==> src/rtl/tccc_pkg.sv <==
// Constants and types for the timer capture/compare channel block
// Behaviour
// RULE_01: Chan3 select: output, input3, input4, trigger
// RULE_02: Chan4 select: output, input4, input3, trigger
// RULE_03: Software changes select only while disabled
// RULE_04: Chan3 divider captures every 1/2/4/8 events
// RULE_05: Four-bit filter fields at 7:4, 15:12
// RULE_06: Chan4 divider held in bits 11:10
// RULE_07: Chan4 divider uses chan3 coding
// RULE_08: Output channel enable gates compare output
// RULE_09: Input channel enable gates capture load
// RULE_10: Output polarity: 0 high, 1 low
// RULE_11: Software keeps complement polarity clear on outputs
// RULE_12: Polarity pair selects input active edge
// RULE_13: Enable bit layout per channel, reserved bits
// RULE_14: Disabled output low, enable deasserted
// RULE_15: Pad level also depends on pin config
// RULE_16: Enable register resets to zero
// RULE_17: Counter readable, writable, resets zero
// RULE_18: Accepted capture loads counter into channel register
package tccc_pkg;
   localparam int          NCH          = 4;
   localparam int          AW           = 8;
   localparam logic [7:0]  OFS_MODE34   = 8'h1c;
   localparam logic [7:0]  OFS_ENABLE   = 8'h20;
   localparam logic [7:0]  OFS_COUNT    = 8'h24;
   localparam logic [7:0]  OFS_CAP0     = 8'h34;
   localparam logic [7:0]  OFS_CAP_STEP = 8'h04;
   localparam logic [15:0] RST_ZERO     = 16'h0000;
   localparam logic [15:0] ENA_RSV_MASK = 16'hbbbb;
   localparam int          SEL3_LSB     = 0;
   localparam int          DIV3_LSB     = 2;
   localparam int          FLT3_LSB     = 4;
   localparam int          SEL4_LSB     = 8;
   localparam int          DIV4_LSB     = 10;
   localparam int          FLT4_LSB     = 12;
   localparam int          ENA_STRIDE   = 4;
   localparam int          POL_OFS      = 1;
   localparam int          NPOL_OFS     = 3;
   typedef enum logic [1:0] {
      TCCC_SEL_OUT, TCCC_SEL_OWN, TCCC_SEL_PAIR, TCCC_SEL_TRG
   } tccc_sel_t;
endpackage

==> src/rtl/tccc_top.sv <==
// Capture/compare channel configuration, enable gating and counter register
//
// The address-and-strobe port was left to the implementer.
`timescale 1ns/1ps
module tccc_top
   import tccc_pkg::*;
(
   input  wire logic                       clock,
   input  wire logic                       arst_n,
   input  wire logic [tccc_pkg::AW-1:0]    reg_addr,
   input  wire logic [31:0]                reg_wdata,
   input  wire logic                       reg_write,
   input  wire logic                       reg_read,
   output logic      [31:0]                reg_rdata,
   input  wire logic [tccc_pkg::NCH-1:0]   timer_input_pin,
   input  wire logic                       internal_trigger_source,
   input  wire logic [tccc_pkg::NCH-1:0]   compare_reference,
   output logic      [tccc_pkg::NCH-1:0]   compare_output,
   output logic      [tccc_pkg::NCH-1:0]   compare_output_enable,
   output logic      [tccc_pkg::NCH-1:0]   capture_event
);
   import tccc_pkg::*;

   logic [15:0] mode34_ff;
   logic [15:0] enable_ff;
   logic [15:0] count_ff;
   logic [15:0] cap_ff [NCH];
   logic [NCH-1:0] pin_s1_ff, pin_s2_ff, pin_prev_ff;
   logic        trg_s1_ff, trg_s2_ff, trg_prev_ff;
   logic [31:0] rdata_ff;
   logic [31:0] nxt_rdata;

   // Address decode
   wire wr_mode  = reg_write && (reg_addr == OFS_MODE34);
   wire wr_ena   = reg_write && (reg_addr == OFS_ENABLE);
   wire wr_count = reg_write && (reg_addr == OFS_COUNT);

   // Field extraction for channels 3 and 4
   wire tccc_sel_t   sel3 = tccc_sel_t'(mode34_ff[SEL3_LSB +: 2]); // RULE_01
   wire tccc_sel_t   sel4 = tccc_sel_t'(mode34_ff[SEL4_LSB +: 2]); // RULE_02
   wire logic [1:0]  div3 = mode34_ff[DIV3_LSB +: 2]; // RULE_04
   wire logic [1:0]  div4 = mode34_ff[DIV4_LSB +: 2]; // RULE_06 RULE_07
   wire logic [3:0]  flt3 = mode34_ff[FLT3_LSB +: 4]; // RULE_05
   wire logic [3:0]  flt4 = mode34_ff[FLT4_LSB +: 4]; // RULE_05

   // Synchronised trigger edge
   wire trg_rise = trg_s2_ff & ~trg_prev_ff;
   wire trg_fall = ~trg_s2_ff & trg_prev_ff;

   // Mode register; channels 1 and 2 have no mode field here and act as plain outputs
   always_ff @(posedge clock or negedge arst_n) begin
      if (!arst_n) begin
         mode34_ff <= RST_ZERO;
      end else if (wr_mode) begin
         mode34_ff <= reg_wdata[15:0]; // RULE_03
      end
   end

   // Enable register, reserved bits forced to zero
   always_ff @(posedge clock or negedge arst_n) begin
      if (!arst_n) begin
         enable_ff <= RST_ZERO; // RULE_16
      end else if (wr_ena) begin
         enable_ff <= reg_wdata[15:0] & ENA_RSV_MASK; // RULE_13
      end
   end

   // Counter register, software access only in this block
   always_ff @(posedge clock or negedge arst_n) begin
      if (!arst_n) begin
         count_ff <= RST_ZERO; // RULE_17
      end else if (wr_count) begin
         count_ff <= reg_wdata[15:0]; // RULE_17
      end
   end

   // Pin and trigger synchronisers
   always_ff @(posedge clock or negedge arst_n) begin
      if (!arst_n) begin
         pin_s1_ff   <= '0;
         pin_s2_ff   <= '0;
         pin_prev_ff <= '0;
         trg_s1_ff   <= 1'b0;
         trg_s2_ff   <= 1'b0;
         trg_prev_ff <= 1'b0;
      end else begin
         pin_s1_ff   <= timer_input_pin;
         pin_s2_ff   <= pin_s1_ff;
         pin_prev_ff <= pin_s2_ff;
         trg_s1_ff   <= internal_trigger_source;
         trg_s2_ff   <= trg_s1_ff;
         trg_prev_ff <= trg_s2_ff;
      end
   end

   // Per-channel enable, polarity, output gating and capture
   genvar g;
   generate
      for (g = 0; g < NCH; g++) begin : g_ch
         logic [2:0] evt_cnt_ff;
         logic       en, pol, npol, is_in, rise, fall, edge_ok, take;
         logic       own_rise, own_fall, pair_rise, pair_fall;
         logic [1:0] div;
         logic [2:0] evt_last;
         tccc_sel_t  sel;
         localparam int PAIR = g ^ 1;
         assign en   = enable_ff[g*ENA_STRIDE];
         assign pol  = enable_ff[g*ENA_STRIDE + POL_OFS];
         assign npol = enable_ff[g*ENA_STRIDE + NPOL_OFS];
         assign sel  = (g == 2) ? sel3 : ((g == 3) ? sel4 : TCCC_SEL_OUT);
         assign div  = (g == 2) ? div3 : ((g == 3) ? div4 : 2'b00);
         assign is_in = (sel != TCCC_SEL_OUT);
         assign own_rise  = pin_s2_ff[g] & ~pin_prev_ff[g];
         assign own_fall  = ~pin_s2_ff[g] & pin_prev_ff[g];
         assign pair_rise = pin_s2_ff[PAIR] & ~pin_prev_ff[PAIR];
         assign pair_fall = ~pin_s2_ff[PAIR] & pin_prev_ff[PAIR];
         // Input routing: own pin, paired pin or internal trigger
         assign rise = (sel == TCCC_SEL_OWN)  ? own_rise  :
                       (sel == TCCC_SEL_PAIR) ? pair_rise :
                       (sel == TCCC_SEL_TRG)  ? trg_rise  : 1'b0; // RULE_01 RULE_02
         assign fall = (sel == TCCC_SEL_OWN)  ? own_fall  :
                       (sel == TCCC_SEL_PAIR) ? pair_fall :
                       (sel == TCCC_SEL_TRG)  ? trg_fall  : 1'b0;
         // Edge select: 00 rising, 01 falling, 11 both, 10 rising
         assign edge_ok = (pol & npol) ? (rise | fall) :
                          pol ? fall : rise; // RULE_12
         // Divider: last event count 0, 1, 3, 7
         assign evt_last = 3'((1 << div) - 1); // RULE_04 RULE_07
         assign take = is_in && en && edge_ok && (evt_cnt_ff == evt_last); // RULE_09
         assign capture_event[g] = take;
         always_ff @(posedge clock or negedge arst_n) begin
            if (!arst_n) begin
               evt_cnt_ff <= 3'h0;
            end else if (!(is_in && en)) begin
               evt_cnt_ff <= 3'h0;
            end else if (edge_ok) begin
               evt_cnt_ff <= take ? 3'h0 : 3'(evt_cnt_ff + 3'h1); // RULE_04
            end
         end
         always_ff @(posedge clock or negedge arst_n) begin
            if (!arst_n) begin
               cap_ff[g] <= RST_ZERO;
            end else if (take) begin
               cap_ff[g] <= count_ff; // RULE_18
            end
         end
         // Output gating; pad level is then set by pin muxing outside
         always_ff @(posedge clock or negedge arst_n) begin
            if (!arst_n) begin
               compare_output[g]        <= 1'b0;
               compare_output_enable[g] <= 1'b0;
            end else begin
               compare_output[g]        <= (!is_in && en) ?
                                           (compare_reference[g] ^ pol) : 1'b0; // RULE_10 RULE_14
               compare_output_enable[g] <= !is_in && en; // RULE_08 RULE_14 RULE_15
            end
         end
      end
   endgenerate

   // Read mux; capture registers are read-only here
   wire [AW-1:0] cap_ofs = reg_addr - OFS_CAP0;
   wire [AW-1:0] cap_idx = cap_ofs / OFS_CAP_STEP;
   wire          cap_hit = (reg_addr >= OFS_CAP0) && ((cap_ofs % OFS_CAP_STEP) == '0) &&
                           (cap_idx < AW'(NCH));
   always_comb begin
      nxt_rdata = 32'h0;
      if (reg_addr == OFS_MODE34) begin
         nxt_rdata[15:0] = mode34_ff;
      end else if (reg_addr == OFS_ENABLE) begin
         nxt_rdata[15:0] = enable_ff;
      end else if (reg_addr == OFS_COUNT) begin
         nxt_rdata[15:0] = count_ff;
      end else if (cap_hit) begin
         nxt_rdata[15:0] = cap_ff[cap_idx[1:0]];
      end
   end

   always_ff @(posedge clock or negedge arst_n) begin
      if (!arst_n) begin
         rdata_ff <= 32'h0;
      end else begin
         rdata_ff <= reg_read ? nxt_rdata : 32'h0;
      end
   end
   assign reg_rdata = rdata_ff;

   // Filter fields are stored only; sampling is outside this block
   wire unused_flt = ^{flt3, flt4};
endmodule

==> config.mk <==
export PLATFORM = sky130hd
export DESIGN_NAME = tccc_top
export DESIGN_NICKNAME = d
export VERILOG_FILES = /design/src/rtl/tccc_pkg.sv /design/src/rtl/tccc_top.sv
export SDC_FILE = /design/constraint.sdc
export NUM_CORES = 1
export LEC_CHECK = 0
export BUFFER_PORTS_ARGS = -buffer_cell sky130_fd_sc_hd__buf_2
export CORE_MARGIN = 2
export CORE_UTILIZATION = 60
export DETAILED_ROUTE_END_ITERATION = 12
export PLACE_DENSITY = 0.85
export SLEW_MARGIN = 20
export SYNTH_ARGS = -nofsm -noshare
export SYNTH_HDL_FRONTEND = slang
export SYNTH_SLANG_ARGS = --single-unit
==> constraint.sdc <==
create_clock -name clock -period 5.3 [get_ports clock]
set_input_delay 0.265 -clock clock [delete_from_list [all_inputs] [get_ports clock]]
set_output_delay 0.265 -clock clock [all_outputs]
set_load 0.05 [all_outputs]
==> results_dict.tcl, run 1 <==
set metrics [dict create \
    routabilityCongestion 0.7720 \
    critPathTopFamily "simple AND/OR/NAND/NOR gates" \
    whs_ns 0.006808 \
    grt_max_degree 70 \
    synth_area_leaders "dfrtp_1 53%, mux2_2 12%, mux2_4 5.0%" \
    fin_crit_ns 3.323 \
    min-delay-start "reg_wdata[14]" \
    hpwl_um 7068 \
    cts_buffers 17 \
    ios 97 \
    timing.rr.start "mode34_ff[2]" \
    grt_pass1_wl_um 19680 \
    synthArstFlopShare 1.000 \
    critPathCaptureType "output port" \
    grt_util_all_layers 0.2631 \
    finalMaxSlewViolations 0 \
    diodes 0 \
    worstPathRequired_ns 5.04 \
    final.period_utilization 0.6270 \
    cts_tree "built" \
    grt_pass1_vias 3850 \
    total_power_mw 2.285 \
    ys_ff_latch 115 \
    chipHeight_um 98.74 \
    ant_nets 0 \
    syn-instance-count 412 \
    grt.overflow.total 0 \
    synthTopCellsByCount "115 x dfrtp_1, 58 x mux2_2, 20 x buf_4, 19 x mux2i_1" \
    reg2reg_setup_slack_ns 2.58 \
    wl_per_cell_um 20.04 \
    clkSlewWorstSetupHoldPaths_ns 0.06 \
    cp_cell_sequence "or4_1 -> a21oi_2 -> a31oi_1 -> or3b_1 -> inv_1 -> buf_2" \
    r2r_end "cap_ff[18]" \
    synth.most_common_cell "dfrtp_1" \
    row_count 34 \
    clk_latency_ns 0.52 \
    cts_buffer_depth 2 \
    min_to "mode34_ff[14]" \
    fin_skew_ns 0.008742 \
    path_max_fanout 17 \
    fin_util 0.7244 \
    synth_area_mm2 0.005385 \
    core_mm2 0.008721 \
    slowest_stage "or3b_1" \
    cts_max_level 4 \
    die_w_um 98.74 \
    worst_ep_arrival_time_ns 3.06 \
    drc 0 \
    antenna_found_initial 0 \
    root_buffer "clkbuf_8" \
    routed_wl_um 11970 \
    fin_tns_setup_ns 0 \
    avgSynthCellArea_um2 13.07 \
    power_density_mw_per_mm2 361.7 \
    first_iter_violations 196 \
    start_util 0.6175 \
    ir_worst_vdd_uv 216.3 \
    worstHoldPathCells 2 \
    worst-path-buf-inv 2 \
    final_layout_size_suffix_gt1_frac 0.3599 \
    slew_headroom 0.2591 \
    max_cap_viol_count 0 \
    vias 3663 \
    rsz0062_at_grt "false" \
    synth_top_cell_by_area "dfrtp_1" \
    hold_viol_final 0 \
    detail_route.vias_per_cell 6.136 \
    fin_nets 535 \
    status "finished, final reports clean" \
    dr.pass1.iters 5 \
    synth.top_cell.area_share 0.5344 \
    path_class "reg -> out" \
    worst-path-stages 6 \
    synth-edff-count 0 \
    die_area_mm2 0.009749 \
    ys_types 45 \
    reg2regPathDepth 5 \
    tightest_slew_ns 1.111 \
    max_stage_delay_ns 0.85 \
    fmaxAchievable_ghz 0.3009 \
    setup_slack_ns 1.977 \
    clock_sinks 115 \
    yosys_warnings 0 \
    syn_to_final_growth_pct 17.31 \
    crit_path_start_kind "register" \
    hold_path_class "in -> reg" \
    place_ws_ns 2.322 \
    yosysSeqAreaShare 0.5344 \
    finalSetupViolations 0 \
    ys.flop_type "dfrtp_1" \
    port_buffers 60 \
    leakage_nw 3.348 \
]
## stage by stage
stage	instances	instance area (µm²)
2_1_floorplan	429	5449
3_3_place_gp	559	5625
3_5_place_dp	559	5625
4_1_cts	597	6317
5_1_grt	597	6317
6_report	597	6317
## layout make-up
cell class / instances / area, µm²
clock buffers: 22 / 452.9
flip-flops and latches: 115 / 2878
inverters: 14 / 52.55
multi-input cells: 260 / 2242
fillers: 544 / 2404
well taps: 108 / 135.1
repair buffers: 68 / 377.9
clock inverters: 10 / 178.9
## flip-flops by register name, indices dropped and copies added, names as in the netlist
signal,flops
cap_ff,32
compare_output,4
compare_output_enable,4
count_ff,16
enable_ff,12
g_ch.evt_cnt_ff,6
mode34_ff,16
pin_prev_ff,2
pin_s1_ff,2
pin_s2_ff,2
reg_rdata,16
trg_prev_ff,1
trg_s1_ff,1
trg_s2_ff,1
## worst max path at each step
stage | startpoint | to | slack, ns
floorplan | reg_addr[2] | reg_rdata[11] | 2.73
global placement | reg_addr[1] | enable_ff[11] | 2.38
detailed placement | reg_addr[1] | enable_ff[4] | 2.32
CTS | mode34_ff[10] | capture_event[3] | 1.99
global route | mode34_ff[2] | capture_event[2] | 1.88
finish | mode34_ff[2] | capture_event[2] | 1.98
## placed cells by master (no fill, tap or decap), types with 3 or more instances in the layout
cell,instances
nand2_1,18
o211a_1,12
or3_1,5
clkinv_2,4
or4_1,3
a32oi_1,4
bufinv_16,5
nand3_1,5
mux2i_1,19
buf_4,3
mux2_2,58
dfrtp_1,115
xor2_1,4
and2_1,4
dlygate4sd3_1,6
clkbuf_8,3
o221ai_1,12
o211ai_1,4
clkbuf_1,3
clkbuf_16,16
conb_1,18
ha_1,6
and3_1,4
a31oi_1,4
buf_2,59
nor2_1,5
nor3b_1,6
inv_1,14
mux2_4,18
o21ai_0,7
and3b_1,6
a21oi_1,14
## cells by family (layout without fill, tap and decap cells)
family | after synthesis | count (layout) | share of synthesized area
muxes | 95 | 95 | 0.2068
DFF | 115 | 115 | 0.5344
AOI/OAI and AO/OA | 67 | 67 | 0.09642
buffers and inverters | 54 | 114 | 0.06110
other | 1 | 18 | 0.0006964
xor gates and xnor gates | 4 | 4 | 0.006505
adders and majority gates | 6 | 6 | 0.01394
and+or+nand+nor | 70 | 70 | 0.08015
## where the power goes
group	leakage [nW]	switching [mW]	total, mW	internal, mW
Clock	0.313	0.392	1.23	0.833
Combinational	1.46	0.0938	0.137	0.0436
Sequential	1.58	0.0216	0.922	0.901
## what timing repair did
| action | 4_1_cts | 5_1_grt |
|---|---|---|
| endpoints found under the hold margin | 52 | 0 |
| buffers inserted | 0 | 0 |
| resized for setup | 0 | 0 |
| hold buffers | 6 | 0 |
## layer usage
metal,routed length [µm],GRT usage
met5,0,0
met4,234,0.1275
met3,776,0.05603
met2,5989,0.4270
met1,4966,0.3393
(Power assumes the default switching activity.)
==> run 2: changes to the inputs <==
--- a/config.mk
+++ b/config.mk
@@ -7,9 +7,9 @@
 export LEC_CHECK = 0
 export BUFFER_PORTS_ARGS = -buffer_cell sky130_fd_sc_hd__buf_2
 export CORE_MARGIN = 2
-export CORE_UTILIZATION = 60
+export CORE_UTILIZATION = 56
 export DETAILED_ROUTE_END_ITERATION = 12
-export PLACE_DENSITY = 0.85
+export PLACE_DENSITY = 0.8
 export SLEW_MARGIN = 20
 export SYNTH_ARGS = -nofsm -noshare
 export SYNTH_HDL_FRONTEND = slang
==> constraint.sdc (replaced) <==
create_clock -name clock -period 3.46 [get_ports clock]
set_input_delay 0.173 -clock clock [delete_from_list [all_inputs] [get_ports clock]]
set_output_delay 0.173 -clock clock [all_outputs]
set_load 0.05 [all_outputs]
==> run 2 against run 1 <==
Clock skew rose by 0.0011 ns. Register-to-register slack got worse by 1.8 ns. First-iteration DRC count is 30% lower. Worst setup slack worse by 1.7 ns. Clock-buffer cell count is 4 lower. Wire length rose by 4.1%. Cell count increased by 7.7%. Clock power rose by 58%. Global-route usage fell by 0.66 points. Highest routed layer unchanged. Hold slack better by 0.085 ns.
==> results_dict.tcl, run 2 (synthesis gave the netlist of run 1 again) <==
set metrics [dict create \
    status "finished, final reports clean" \
    clk_latency_ns 0.52 \
    cp_cell_sequence "or4_1 -> a21oi_2 -> a31oi_1 -> or3b_1 -> inv_1 -> buf_2" \
    critPathCaptureType "output port" \
    switching_share 0.2250 \
    hold_viol_final 0 \
    cts_tree "built" \
    finalSetupViolations 0 \
    routed_wl_um 12460 \
    regMostFlops "cap_ff" \
    fmaxAchievable_ghz 0.3103 \
    fin_util 0.7120 \
    final.period_utilization 0.9314 \
    placed_cells 586 \
    grt_pass1_vias 4002 \
    first_iter_violations 138 \
    place_ws_ns 0.8196 \
    core_mm2 0.009284 \
    dr.pass1.iters 4 \
    power_density_mw_per_mm2 541.7 \
    fin_crit_ns 3.223 \
    clkSlewWorstSetupHoldPaths_ns 0.06 \
    start_util 0.5801 \
    cts_max_level 4 \
    largest_register_ffs 32 \
    cts_buffers 17 \
    combPwrFrac 0.064 \
    vias 3735 \
    total_power_mw 3.581 \
    p_int_mw 2.775 \
    slowest_stage "or3b_1" \
    fin_tns_setup_ns 0 \
    clock_sinks 115 \
    leakage_nw 3.462 \
    path_max_fanout 17 \
    hpwl_um 7162 \
    setup_slack_ns 0.2372 \
    chipHeight_um 102.1 \
    max_cap_viol_count 0 \
    grt_max_degree 115 \
    power_frac_clock 0.541 \
    worstPathRequired_ns 3.29 \
    grt_pass1_wl_um 20000 \
    row_count 35 \
    slew_headroom 0.2977 \
    pwr-share-seq 0.395 \
    final_common_cell "dfrtp_1" \
    worst_ep_arrival_time_ns 3.05 \
    ios 97 \
    die_w_um 102.1 \
    syn_to_final_growth_pct 22.75 \
    grt_util_all_layers 0.2565 \
    routabilityCongestion 0.7299 \
    final_cell_mix "115 x dfrtp_1, 59 x buf_2, 58 x mux2_2, 25 x dlygate4sd3_1, 19 x mux2i_1" \
    grt.overflow.total 0 \
    diodes 0 \
    finalMaxSlewViolations 0 \
    wl_per_cell_um 19.38 \
    fin_skew_ns 0.009820 \
    finalNonFillerCells 643 \
    cts_buffer_depth 2 \
    detail_route.vias_per_cell 5.809 \
    antenna_found_initial 0 \
    fin_nets 560 \
    ant_nets 0 \
    hold_path_class "in -> reg" \
    path_class "reg -> out" \
    drc 0 \
    max_stage_delay_ns 0.83 \
    postCtsSetupBuffers 0 \
    p_sw_mw 0.8059 \
    ir_worst_vdd_uv 447.9 \
    final_layout_size_suffix_gt1_frac 0.3580 \
    tightest_slew_ns 1.053 \
    root_buffer "clkbuf_8" \
    die_area_mm2 0.01042 \
    crit_path_start_kind "register" \
    rsz0062_at_grt "false" \
    port_buffers 60 \
]
## run 2: cell types whose count changed in the layout (fill, tap and decap cells not counted), sizes merged
| cell | change |
|---|---|
| bufinv | +1 |
| clkbuf | -4 |
| inv | +2 |
| dlygate4sd3 | +19 |
| clkinv | -1 |
| clkinvlp | +2 |
| buf | +6 |
## run 2: repair_timing
item                       4_1_cts  5_1_grt
gates resized for setup          0        0
hold endpoints to repair       166        0
hold buffers                    25        0
setup endpoints to repair        0        0
## run 2: power groups by stage
stage	Sequential, mW	Combinational (mW)	Clock [mW]
global placement	1.43	0.200	0
finish	1.41	0.229	1.94
global route	1.42	0.248	2.01
detailed placement	1.44	0.205	0
CTS	1.41	0.229	1.95
floorplan	1.44	0.133	0
## run 2: routing by layer
metal  up-vias  global-route usage  wire (µm)  part of all wire
li1       1645                   -          -                 -
met1      1932              0.3103       5269              0.42
met2       131              0.4418       6277              0.50
met3        27             0.07045        681             0.055
met4         0             0.09333        233             0.019
met5         -                   0          0                 0
## run 2: path summary, 6_finish.rpt
path / startpoint / to / slack (ns) / cells after the start
setup / recovery: mode34_ff[10] / capture_event[3] / 0.24 / 6
hold / removal: reg_read / reg_rdata[5] / 0.09 / 2
setup reg to reg: mode34_ff[10] / cap_ff[7] / 0.76 / 5
hold reg to reg: pin_s1_ff[3] / pin_s2_ff[3] / 0.35 / 0
max in group asynchronous: arst_n / reg_rdata[1] / 2.72 / 3
min in group asynchronous: arst_n / reg_rdata[0] / 0.27 / 3
## run 2: through the flow
step	area, µm²	hold WS (ns)
after floorplan	5449	-0.1226
final	6610	0.09176
after detailed placement	5709	-0.03540
after global routing	6610	0.08027
after global placement	5709	-0.03532
after CTS	6610	0.08092
## run 2: final cells by class
cell class,instances,area [µm²]
clock inverters,14,232.7
fillers,666,2674
flip-flops and latches,115,2878
clock buffers,18,417.9
multi-input cells,260,2242
repair buffers,93,625.6
well taps,129,161.4
inverters,14,52.55
## run 2: critical path: cells and delay by family (launching register included)
family                 cells  cell delay, ns
flip-flops                 1            0.44
AO/OA/AOI/OAI              2            0.27
AND/OR/NAND/NOR            2            1.39
buffers and inverters      2            0.41
==> run 3: changes to the inputs <==
--- a/config.mk
+++ b/config.mk
@@ -6,10 +6,12 @@
 export NUM_CORES = 1
 export LEC_CHECK = 0
 export BUFFER_PORTS_ARGS = -buffer_cell sky130_fd_sc_hd__buf_2
+export CELL_PAD_IN_SITES_DETAIL_PLACEMENT = 0
+export CELL_PAD_IN_SITES_GLOBAL_PLACEMENT = 1
 export CORE_MARGIN = 2
-export CORE_UTILIZATION = 56
+export CORE_UTILIZATION = 45
 export DETAILED_ROUTE_END_ITERATION = 12
-export PLACE_DENSITY = 0.8
+export PLACE_DENSITY_LB_ADDON = 0.1
 export SLEW_MARGIN = 20
 export SYNTH_ARGS = -nofsm -noshare
 export SYNTH_HDL_FRONTEND = slang
==> run 3 against run 2 <==
Cell count shrank 0.62%. Final area shrank 3.2%. Global-route usage shrank 5.8 points. Sequential share of layout area grew 1.4 points. Clock skew shrank 0.0043 ns. Largest cell class unchanged.
==> results_dict.tcl, run 3 (synthesis gave the netlist of run 1 again) <==
set metrics [dict create \
    fin_skew_ns 0.005556 \
    detail_route.vias_per_cell 5.459 \
    clock_sinks 115 \
    drc 0 \
    worstHoldPathCells 2 \
    power_density_mw_per_mm2 535.3 \
    cts_buffers 17 \
    leakage_nw 3.380 \
    finalNonFillerCells 639 \
    grt_util_all_layers 0.1983 \
    path_class "reg -> out" \
    fin_nets 542 \
    grt_max_degree 69 \
    diodes 0 \
    start_util 0.4656 \
    min-delay-start "reg_wdata[2]" \
    grt_pass1_vias 3484 \
    regMostFlops "cap_ff" \
    port_buffers 60 \
    wl_per_cell_um 18.71 \
    ant_nets 0 \
    status "finished, final reports clean" \
    cts_buffer_depth 2 \
    final_cell_mix "115 x dfrtp_1, 59 x buf_2, 58 x mux2_2, 19 x mux2i_1" \
    fin_util 0.5533 \
    ctsHoldBuffers 4 \
    tightest_slew_ns 1.109 \
    die_w_um 113.4 \
    n_fill_cell 990 \
    fin_tns_setup_ns 0 \
    clkSlewWorstSetupHoldPaths_ns 0.05 \
    cts_resized 0 \
    syn_to_final_growth_pct 18.82 \
    routabilityCongestion 0.7653 \
    setup_slack_ns 0.3342 \
    total_power_mw 3.425 \
    vias 3488 \
    reg2reg_setup_slack_ns 0.75 \
    antenna_found_initial 0 \
    chipHeight_um 113.4 \
    crit_path_start_kind "register" \
    final_common_cell "dfrtp_1" \
    final_layout_size_suffix_gt1_frac 0.3790 \
    die_area_mm2 0.01286 \
    place_ws_ns 0.7784 \
    finalMaxSlewViolations 0 \
    largest_register_ffs 32 \
    row_count 39 \
    ir_worst_vdd_uv 342.0 \
    final.period_utilization 0.9034 \
    path_max_fanout 17 \
    reg2regPathDepth 5 \
    hold_viol_final 0 \
    slew_headroom 0.2609 \
    dr.pass1.iters 5 \
    grt.overflow.total 0 \
    fin_crit_ns 3.126 \
    ios 97 \
    placed_cells 603 \
    finalSetupViolations 0 \
    routed_wl_um 11950 \
    cts_tree "built" \
    grt_pass1_wl_um 19180 \
    critPathCaptureType "output port" \
    worst_ep_arrival_time_ns 2.95 \
    r2r_end "cap_ff[5]" \
    postCtsSetupBuffers 0 \
    fmaxAchievable_ghz 0.3199 \
    max_cap_viol_count 0 \
    cts_max_level 4 \
    timing.rr.start "mode34_ff[10]" \
    core_mm2 0.01156 \
    clk_latency_ns 0.41 \
    hpwl_um 7600 \
    min_to "mode34_ff[2]" \
    first_iter_violations 167 \
    root_buffer "clkbuf_16" \
    worstPathRequired_ns 3.29 \
    rsz0062_at_grt "false" \
    hold_path_class "in -> reg" \
]
[run 3: cell count changes in the layout (fill, tap and decap cells not counted), sizes merged, moves of 2 or more]
cell and change:
clkinv +2, clkbuf +4, bufinv -3, dlygate4sd3 -21
inv -2, buf +3
[run 3: worst max path at each step]
stage / from / endpoint / slack, ns
CTS: mode34_ff[10] / capture_event[3] / 0.34
detailed placement: mode34_ff[10] / capture_event[3] / 0.78
global placement: mode34_ff[10] / capture_event[3] / 0.80
floorplan: reg_addr[2] / reg_rdata[11] / 0.99
global route: mode34_ff[10] / capture_event[3] / 0.21
finish: mode34_ff[10] / capture_event[3] / 0.33
[run 3: worst max-delay path, stage by stage (launching register included)]
cell,delay (ns)
dfrtp_1,0.44
or4_1,0.57
a21oi_2,0.16
a31oi_1,0.09
or3b_1,0.84
inv_1,0.15
buf_2,0.28
[run 3: routing by layer]
layer | vias up | GRT usage | wire length (µm)
li1 | 1605 | - | -
met1 | 1768 | 0.2728 | 5373
met2 | 107 | 0.3130 | 5795
met3 | 8 | 0.05260 | 700
met4 | 0 | 0.05610 | 85
met5 | - | 0 | 0
[run 3: area by class of cell]
class / instances / area [µm²] / area share
Clock buffer: 22 / 494.2 / 0.07724
Tap cell: 143 / 178.9 / 0.02796
Inverter: 14 / 52.55 / 0.008213
Sequential cell: 115 / 2878 / 0.4497
Clock inverter: 10 / 127.6 / 0.01995
Multi-Input combinational cell: 260 / 2242 / 0.3504
Timing Repair Buffer: 75 / 425.4 / 0.06648
[run 3: where the power goes]
group	switching, mW	internal, mW
Combinational	0.142	0.0674
Sequential	0.0312	1.38
Clock	0.585	1.22
Total	0.759	2.67
[run 3: per-stage QoR]
step | hold WS [ns] | cell area [µm²]
finish | 0.02212 | 6399
global route | 0.01233 | 6399
CTS | 0.008535 | 6399
detailed placement | 0.2823 | 5737
global placement | 0.2821 | 5737
floorplan | -0.1226 | 5449
